File: src/common/phy_link_pkg.sv
// constants, field layouts and carriers for the phy link status register bank
// assumes a single core clock and a configuration request port in the same domain
//
// What this block does
// - a two-bit read-only field reports a width change outcome: 0 idle, 1 ok, 2 short, 3 failed.
// - a read-only bit mirrors whether the link partner can upconfigure the link width.
// - a five-bit read-only field at the low bits shows the training state, zero after reset.
// - training states use the listed codes, for example detect quiet 2 and L0 0x14.
// - writing one to bit 31 of the link state register starts a full retrain into Detect.
// - the full retrain bit always reads back as zero.
// - the completion of a full retrain write goes out before the retrain starts.
// - a sixteen-bit sticky read-write prbs seed resets to all ones.
// - a change of the seed reloads the prbs counter with it and counting restarts there.
// - a width change applies only once retrain is requested, then the outcome is reported.
package phy_link_pkg;

  // ****************************************
  // register map
  // ****************************************
  localparam logic [11:0] OFS_LINK_STATUS = 12'h538;
  localparam logic [11:0] OFS_LINK_STATE  = 12'h540;
  localparam logic [11:0] OFS_PRBS_SEED   = 12'h55c;

  // ****************************************
  // field positions and reset values
  // ****************************************
  localparam int RESULT_LSB     = 12;
  localparam int UPCFG_BIT      = 16;
  localparam int STATE_LSB      = 0;
  localparam int RETRAIN_BIT    = 31;
  localparam int SEED_LSB       = 0;
  localparam logic [15:0] SEED_RESET  = 16'hffff;
  localparam logic [4:0]  STATE_RESET = 5'h00;

  // width change outcome codes
  localparam logic [1:0] RESULT_IDLE    = 2'h0;
  localparam logic [1:0] RESULT_SUCCESS = 2'h1;
  localparam logic [1:0] RESULT_PARTIAL = 2'h2;
  localparam logic [1:0] RESULT_FAILED  = 2'h3;

  // ****************************************
  // training state codes
  // ****************************************
  localparam logic [4:0] TS_XMIT_EIOS    = 5'h00;
  localparam logic [4:0] TS_DET_QUIET    = 5'h02;
  localparam logic [4:0] TS_DET_ACTIVE   = 5'h03;
  localparam logic [4:0] TS_POL_ACTIVE   = 5'h04;
  localparam logic [4:0] TS_CFG_COMPLETE = 5'h0c;
  localparam logic [4:0] TS_REC_LOCK     = 5'h10;
  localparam logic [4:0] TS_L0           = 5'h14;
  localparam logic [4:0] TS_DISABLED     = 5'h1a;

  // prbs taps, x^16 + x^14 + x^13 + x^11 + 1
  localparam logic [15:0] PRBS_TAPS = 16'hb400;

  // ****************************************
  // carriers
  // ****************************************
  typedef struct packed {
    logic        valid;
    logic        write;
    logic [11:0] addr;
    logic [3:0]  byte_en;
    logic [31:0] wdata;
  } cfg_req_t;

  typedef struct packed {
    logic        valid;
    logic [31:0] rdata;
  } cfg_cpl_t;

  typedef struct packed {
    logic       valid;
    logic [1:0] code;
  } width_result_t;

  // full retrain sequencer, gray along idle, completion, fire
  typedef enum logic [1:0] {
    RT_IDLE = 2'b00,
    RT_CPL  = 2'b01,
    RT_FIRE = 2'b11
  } retrain_state_t;

endpackage

File: src/phy_link_status_regs.sv
// phy link status, link state and prbs seed registers of one switch port
// assumes the phy training logic and the configuration requester share mclk
`timescale 1ns/1ps
module phy_link_status_regs (
  input  wire logic                          mclk,
  input  wire logic                          rst,
  input  wire logic                          soft_rst,
  input  wire phy_link_pkg::cfg_req_t        cfg_req,
  output phy_link_pkg::cfg_cpl_t             cfg_cpl,
  input  wire logic [4:0]                    training_state_code,
  input  wire logic                          partner_upconfig_capable,
  input  wire logic                          retrain_request,
  input  wire phy_link_pkg::width_result_t   width_reconfig_result,
  input  wire logic                          prbs_step,
  output logic                               full_retrain_trigger,
  output logic [15:0]                        prbs_value,
  output logic [15:0]                        prbs_seed
);
  import phy_link_pkg::*;

  // ****************************************
  // request decode
  // ****************************************

  logic hit_status;
  logic hit_state;
  logic hit_seed;
  logic wr_state;
  logic wr_seed;

  // only whole-word aligned offsets are decoded, others answer zero
  always_comb begin
    hit_status = (cfg_req.addr == OFS_LINK_STATUS);
    hit_state  = (cfg_req.addr == OFS_LINK_STATE);
    hit_seed   = (cfg_req.addr == OFS_PRBS_SEED);
    wr_state   = cfg_req.valid && cfg_req.write && hit_state;
    wr_seed    = cfg_req.valid && cfg_req.write && hit_seed;
  end

  // ****************************************
  // training state and partner capability
  // ****************************************

  logic [4:0] state_code_r;
  logic [4:0] state_code_nxt;
  logic       upcfg_r;
  logic       upcfg_nxt;

  // the phy codes arrive already in the listed encoding, so they are stored as is
  always_comb begin
    state_code_nxt = training_state_code;
    upcfg_nxt      = partner_upconfig_capable;
    if (soft_rst) begin
      state_code_nxt = STATE_RESET;
      upcfg_nxt      = 1'b0;
    end
  end

  always_ff @(posedge mclk or posedge rst) begin
    if (rst) begin
      state_code_r <= STATE_RESET;
      upcfg_r      <= 1'b0;
    end else begin
      state_code_r <= state_code_nxt;
      upcfg_r      <= upcfg_nxt;
    end
  end

  // ****************************************
  // width reconfiguration outcome
  // ****************************************

  logic [1:0] result_r;
  logic [1:0] result_nxt;

  // a new retrain request clears to idle; an outcome in the same cycle wins
  always_comb begin
    result_nxt = result_r;
    if (retrain_request) begin
      result_nxt = RESULT_IDLE;
    end
    if (width_reconfig_result.valid) begin
      result_nxt = width_reconfig_result.code;
    end
    if (soft_rst) begin
      result_nxt = RESULT_IDLE;
    end
  end

  always_ff @(posedge mclk or posedge rst) begin
    if (rst) begin
      result_r <= RESULT_IDLE;
    end else begin
      result_r <= result_nxt;
    end
  end

  // ****************************************
  // full retrain sequencer
  // ****************************************

  retrain_state_t rt_state_r;
  retrain_state_t rt_state_nxt;
  logic           trigger_r;
  logic           trigger_nxt;
  logic           retrain_wr;

  // a second trigger while one is pending is absorbed into it
  always_comb begin
    retrain_wr   = wr_state && cfg_req.byte_en[3] && cfg_req.wdata[RETRAIN_BIT];
    rt_state_nxt = rt_state_r;
    trigger_nxt  = 1'b0;
    unique case (rt_state_r)
      RT_IDLE: begin
        if (retrain_wr) begin
          rt_state_nxt = RT_CPL;
        end
      end
      RT_CPL: begin
        // completion leaves in this cycle, the trigger follows it
        rt_state_nxt = RT_FIRE;
        trigger_nxt  = 1'b1;
      end
      RT_FIRE: begin
        rt_state_nxt = RT_IDLE;
      end
      default: begin
        rt_state_nxt = RT_IDLE;
      end
    endcase
    if (soft_rst) begin
      rt_state_nxt = RT_IDLE;
      trigger_nxt  = 1'b0;
    end
  end

  always_ff @(posedge mclk or posedge rst) begin
    if (rst) begin
      rt_state_r <= RT_IDLE;
      trigger_r  <= 1'b0;
    end else begin
      rt_state_r <= rt_state_nxt;
      trigger_r  <= trigger_nxt;
    end
  end

  assign full_retrain_trigger = trigger_r;

  // ****************************************
  // prbs seed, sticky across soft reset
  // ****************************************

  logic [15:0] seed_r;
  logic [15:0] seed_nxt;
  logic        seed_load_r;
  logic        seed_load_nxt;

  // byte lanes 0 and 1 hold the seed; upper lanes are reserved
  always_comb begin
    seed_nxt = seed_r;
    if (wr_seed && cfg_req.byte_en[0]) begin
      seed_nxt[7:0] = cfg_req.wdata[SEED_LSB +: 8];
    end
    if (wr_seed && cfg_req.byte_en[1]) begin
      seed_nxt[15:8] = cfg_req.wdata[SEED_LSB + 8 +: 8];
    end
    // reload only on a real change, so rewriting the same seed keeps the sequence
    seed_load_nxt = (seed_nxt != seed_r);
  end

  always_ff @(posedge mclk or posedge rst) begin
    if (rst) begin
      seed_r      <= SEED_RESET;
      seed_load_r <= 1'b0;
    end else begin
      seed_r      <= seed_nxt;
      seed_load_r <= seed_load_nxt;
    end
  end

  assign prbs_seed = seed_r;

  prbs_counter u_prbs (
    .mclk  (mclk),
    .rst   (rst),
    .load  (seed_load_r),
    .seed  (seed_r),
    .step  (prbs_step),
    .value (prbs_value)
  );

  // ****************************************
  // read data and completion
  // ****************************************

  logic [31:0] rdata_mux;
  cfg_cpl_t    cpl_r;
  cfg_cpl_t    cpl_nxt;

  // reserved bits and unmapped offsets read as zero
  always_comb begin
    rdata_mux = 32'h0000_0000;
    if (hit_status) begin
      rdata_mux[RESULT_LSB +: 2] = result_r;
      rdata_mux[UPCFG_BIT]       = upcfg_r;
    end
    if (hit_state) begin
      rdata_mux[STATE_LSB +: 5] = state_code_r;
      rdata_mux[RETRAIN_BIT]    = 1'b0;
    end
    if (hit_seed) begin
      rdata_mux[SEED_LSB +: 16] = seed_r;
    end
  end

  // every request, read or write, gets one completion the next cycle
  always_comb begin
    cpl_nxt.valid = cfg_req.valid;
    cpl_nxt.rdata = 32'h0000_0000;
    if (cfg_req.valid && !cfg_req.write) begin
      cpl_nxt.rdata = rdata_mux;
    end
  end

  always_ff @(posedge mclk or posedge rst) begin
    if (rst) begin
      cpl_r <= '0;
    end else begin
      cpl_r <= cpl_nxt;
    end
  end

  assign cfg_cpl = cpl_r;

endmodule

File: src/prbs_counter.sv
// sixteen-bit prbs generator that reloads from a seed
// assumes load and step come from logic on the same clock
`timescale 1ns/1ps
module prbs_counter (
  input  wire logic        mclk,
  input  wire logic        rst,
  input  wire logic        load,
  input  wire logic [15:0] seed,
  input  wire logic        step,
  output logic [15:0]      value
);
  import phy_link_pkg::*;

  logic [15:0] lfsr_r;
  logic [15:0] lfsr_nxt;

  // load beats step so a new seed is never skipped past
  always_comb begin
    lfsr_nxt = lfsr_r;
    if (load) begin
      lfsr_nxt = seed;
    end else if (step) begin
      lfsr_nxt = {lfsr_r[14:0], ^(lfsr_r & PRBS_TAPS)};
    end
  end

  always_ff @(posedge mclk or posedge rst) begin
    if (rst) begin
      lfsr_r <= SEED_RESET;
    end else begin
      lfsr_r <= lfsr_nxt;
    end
  end

  assign value = lfsr_r;
endmodule

File: config.mk
export PLATFORM = sky130hd
export DESIGN_NAME = phy_link_status_regs
export DESIGN_NICKNAME = d
export VERILOG_FILES = /design/src/common/phy_link_pkg.sv /design/src/phy_link_status_regs.sv /design/src/prbs_counter.sv
export SDC_FILE = /design/constraint.sdc
export NUM_CORES = 1
export LEC_CHECK = 0
export BUFFER_PORTS_ARGS = -buffer_cell sky130_fd_sc_hd__buf_2
export CORE_UTILIZATION = 47
export DETAILED_ROUTE_END_ITERATION = 8
export PLACE_DENSITY = 0.86
export SLEW_MARGIN = 20
export SYNTH_ARGS = -nofsm -noshare
export SYNTH_HDL_FRONTEND = slang
export SYNTH_HIERARCHICAL = 1
export SYNTH_SLANG_ARGS = --single-unit
File: constraint.sdc
create_clock -name mclk -period 1.82 [get_ports mclk]
set_input_delay 0.546 -clock mclk [delete_from_list [all_inputs] [get_ports mclk]]
set_output_delay 0.546 -clock mclk [all_outputs]
set_load 0.01 [all_outputs]
* Word level (Yosys, flattened, before mapping) *
Index checks and enable logic that the tools add are counted.
Widths: inputs -> output; s select.

cells by class
  eq/ne operators = 6
  mux-type cells = 19
  reduce and logical (&&, ||, !) cells = 13

operator list
  operator              number
  $mux 16               3
  $eq 12x11->1 const B  3
  $mux 17               1
  $mux 8                2
  $ne 16x16->1          1
  $reduce_xor 16->1     1
  $mux 2                6
  $mux 5                2
  $logic_and 1x1->1     8
  $mux 1                4
  $pmux 2 s2            1
  $ne 3x3->1 const B    1
  $reduce_bool 3->1     1
  $eq 2x1->1 const B    1
  $logic_not 2->1       1
  $reduce_bool 2->1     1
  $logic_not 1->1       1

storage, ports and cells
  bits in registers = 77
  input port bits = 64
  output and inout bits = 66
  logic and storage cells = 48

* Logic depth before layout (Yosys ltp) *
  depth after elaboration = 7
  depth in mapped cells = 6
  gate-level depth less buffers = 4

* Hierarchy *
Netlist, hierarchy kept.

by module, submodules not included
  module                instances  cells an instance  area an instance (um2)
  phy_link_status_regs  1          163                2,064.5
  prbs_counter          1          74                 804.5

* Worst setup path before layout *
OpenSTA, ideal clock, no wires.

  path type = input -> register
  start point = input cfg_req[37] (netlist name)
  end point = register cpl_r (netlist bit cfg_cpl[10])
  library setup time = 0.064 ns
  arrival = 1.940 ns
  data required time = 1.756 ns
  slack = -0.184 ns
  stages on the path = 6
  buffers on the path = 2
  path through = or4_4 or3_1 buf_6 nor3_4 buf_6 and2_2

RTL lines
  element               RTL line                     text
  from (decl)           phy_link_status_regs.sv:8    input wire phy_link_pkg::cfg_req_t cfg_req,
  to (signal assigned)  phy_link_status_regs.sv:229  cpl_r <= cpl_nxt;
  to (decl)             phy_link_status_regs.sv:197  cfg_cpl_t cpl_r;

==> metrics <==
run status complete, no violations; peak supply drop approximately 700 uV; mux contribution to synthesized area 11.5%; Synth Area in XOR/XNOR approximately 5.8%; most common cell in the netlist dfstp_2; Max Fclk around 570 MHz; initial antenna violation count 0; worst r2r dst seed_load_r$_DFF_PP0_; Fin Clk Skew around 0.007 ns; final period utilization between 90% and 100%; area delta synth->final 28.7%; Post-synth ARST share 100%; WL final approximately 5800 um; Leak 0.00182 uW; Reg clk slew, reported paths roughly 0.06 ns; delay of the slowest critical-path stage approximately 0.52 ns; Post-CTS Setup Repair Bufs 0; slowest stage cell, crit path or4_4; # DRC 0; most frequent cells after synthesis dfstp_2 (32), dfrtp_1 (30), nand2_1 (21), xnor2_1 (17), mux2_2 (16); CP top delay family simple AND/OR/NAND/NOR gates; worst hold path class input pin to async pin; synthesis warning total 6; number of synthesized flops with an enable pin 0; post-route minimum period between 1.5 and 2 ns; Port Buffers 98; Pre-antenna DRT Iters 4; main combinational cell family by area after synthesis simple AND/OR/NAND/NOR gates; die height 80.1 um; post-synth top area share 29.3%; DRT antenna net count 0; # IOs 130; pin count of the biggest net entering global routing 30; Seq cells post-synth 62; site row count 28; Nets 413; Seq/Total Area, Yosys 55.5%; HPWL after DPL 4510 um; Num CTS Buffers 9; core area 0.00592 mm^2; GPL Wtd Cong a little under 0.8; H-Tree Depth 3; Synth area leader dfstp_2; Hold Vio Cnt, Final 0; placed insts 413; R2R depth 4; Primary FF master, synth dfstp_2; Worst Path Required 2.08 ns; ant diodes 0; adder and majority cell fraction of the synthesized area 0%; Synth Area in Compound Gates 6.32%; top post-synthesis cells by area dfstp_2 (29%), dfrtp_1 (26%), mux2_2 (6.3%), mux2i_1 (5.2%), xnor2_1 (5.2%); DIE AREA 0.00642 mm^2; Max-Cap Viols 0; Power Dens Cells around 1100 mW/mm^2; Synth Instances 237; Root Buffer clkbuf_8; RSZ-0062 raised after global routing no; first-pass GRT wire length roughly 9000 um; Critical Path Source Type input pin; reg-to-reg setup timing slack ~0.6 ns; syn avg cell area 12.1 um^2; CP Class input pin to flop; CP max FO 4; via count 2,075; Initial Util 48.5%; Buf+Inv Stages, Crit Path 2; reg2reg start prbs_seed[4]$_DFF_PP1_; routed vias/inst 4.84; post-synthesis cell type count 38; crit path DAT 2.03 ns; clk_lat worst skew 0.33 ns; crit path cell chain buf_2 > or4_4 > or3_4 > nor3_4 > buf_4 > a22o_1; clock buffer depth 2; total power 3940 uW; Syn Std Cell Area around 0.0029 mm^2; Final Slew Violations 0; Finished Layout Cells around 430; WL/cell 13.6 um; Die Wd 80.1 um; vias in the first global route ~2,000; Worst Setup End Kind flop; Worst Tran Pin Value 0.553 ns; clk sinks 62; layout cells sized above 1 52.8%; total gr overflow 0; post-synthesis simple-gate area fraction ~14%; relative slew slack 63.1%; Setup-failing EPs final 0; overall routing resource usage 19.9%; initial drt markers 37; CTS tree built
-- worst max path at each step --
| stage | start | to | slack [ns] | cells past startpoint |
|---|---|---|---|---|
| 3_3_place_gp | cfg_req[37] | cfg_cpl[8]$_DFF_PP0_ | -0.32 | 6 |
| 2_1_floorplan | cfg_req[37] | cfg_cpl[10]$_DFF_PP0_ | -0.18 | 6 |
| 3_5_place_dp | cfg_req[37] | cfg_cpl[1]$_DFF_PP0_ | -0.37 | 6 |
| 4_1_cts | cfg_req[37] | prbs_seed[4]$_DFF_PP1_ | 0.01 | 6 |
| 6_report | cfg_req[37] | cfg_cpl[1]$_DFF_PP0_ | 0.05 | 6 |
| 5_1_grt | cfg_req[37] | cfg_cpl[0]$_DFF_PP0_ | 0.02 | 6 |
-- area by class of cell --
cell class	instances	area [um^2]
fill	495	2230
inverter	3	11.3
clock buffer	13	169
multi-input combinational	163	1160
clock inverter	3	65.1
tap	75	93.8
sequential	62	1590
timing repair buffer	110	606
-- routing by layer --
layer  global-route usage [%]  share of wire (%)
met1                     23.4                 43
met2                     33.8                 50
met3                     4.66                5.0
met4                     10.5                1.7
met5                        0                  0
-- flip-flops by register name, summed over array words and instances (netlist names) --
register / cells
result_r: 2
rt_state_r: 2
u_prbs/value: 16
upcfg_r: 1
prbs_seed: 16
state_code_r: 5
cfg_cpl: 18
full_retrain_trigger: 1
seed_load_r: 1
-- cells in the final DEF, fill, tap and decap left out, types with 3 or more instances in the layout --
| cell type | netlist | routed |
|---|---|---|
| nand4_1 | 7 | 7 |
| o21ai_1 | 10 | 10 |
| conb_1 | 1 | 15 |
| xnor2_1 | 17 | 17 |
| a22o_1 | 4 | 4 |
| o21ai_0 | 6 | 6 |
| a21oi_1 | 4 | 4 |
| nor2b_1 | 6 | 6 |
| nand2_1 | 21 | 21 |
| mux2i_1 | 15 | 15 |
| buf_4 | 15 | 10 |
| mux2_2 | 16 | 16 |
| nor3b_1 | 5 | 5 |
| nor2_1 | 8 | 8 |
| and2_1 | 3 | 3 |
| and2_2 | 6 | 6 |
| clkbuf_8 | 0 | 12 |
| dfrtp_1 | 30 | 30 |
| buf_2 | 2 | 98 |
| dfstp_2 | 32 | 32 |
-- metrics by stage --
step / TNS (ns) / hold WS (ns) / setup WS, ns / instance area [um^2] / util (%)
4_1_cts: 0 / 0.211 / 0.0115 / 3680 / 62.1
3_5_place_dp: -10.29 / 0.460 / -0.366 / 3440 / 58.1
2_1_floorplan: -4.57 / 0.432 / -0.183 / 2920 / -
6_report: 0 / 0.219 / 0.0526 / 3690 / 62.4
5_1_grt: 0 / 0.227 / 0.0191 / 3690 / 62.4
3_3_place_gp: -9.23 / 0.443 / -0.319 / 3440 / 58.1
-- cell families (layout without fill, tap and decap cells) --
family                 after synthesis  in the layout
flip-flops                          62             62
multiplexers                        31             31
buffers and inverters               26            129
XOR/XNOR                            19             19
other                                1             15
AO/OA/AOI/OAI                       29             29
AND/OR/NAND/NOR                     69             69
-- power by group --
part           internal (uW)  switching [uW]  total [uW]
registers               1690             140        1830
clock network            882             492        1370
logic                    345             384         730
total                   2920            1020        3940
-- what timing repair did --
action                                  in CTS  in global routing
hold buffers                                 0                  0
endpoints found under the setup margin       9                 16
gates resized for setup                      1                  2
hold endpoints to repair                     0                  0
-- worst register-to-register path: stages (launching register included) --
cell      delay, ns
dfstp_2        0.59
xnor2_1        0.15
nand4_1        0.13
o211ai_1       0.18
nand2_1        0.07
Power figures use the tool's default switching activity.
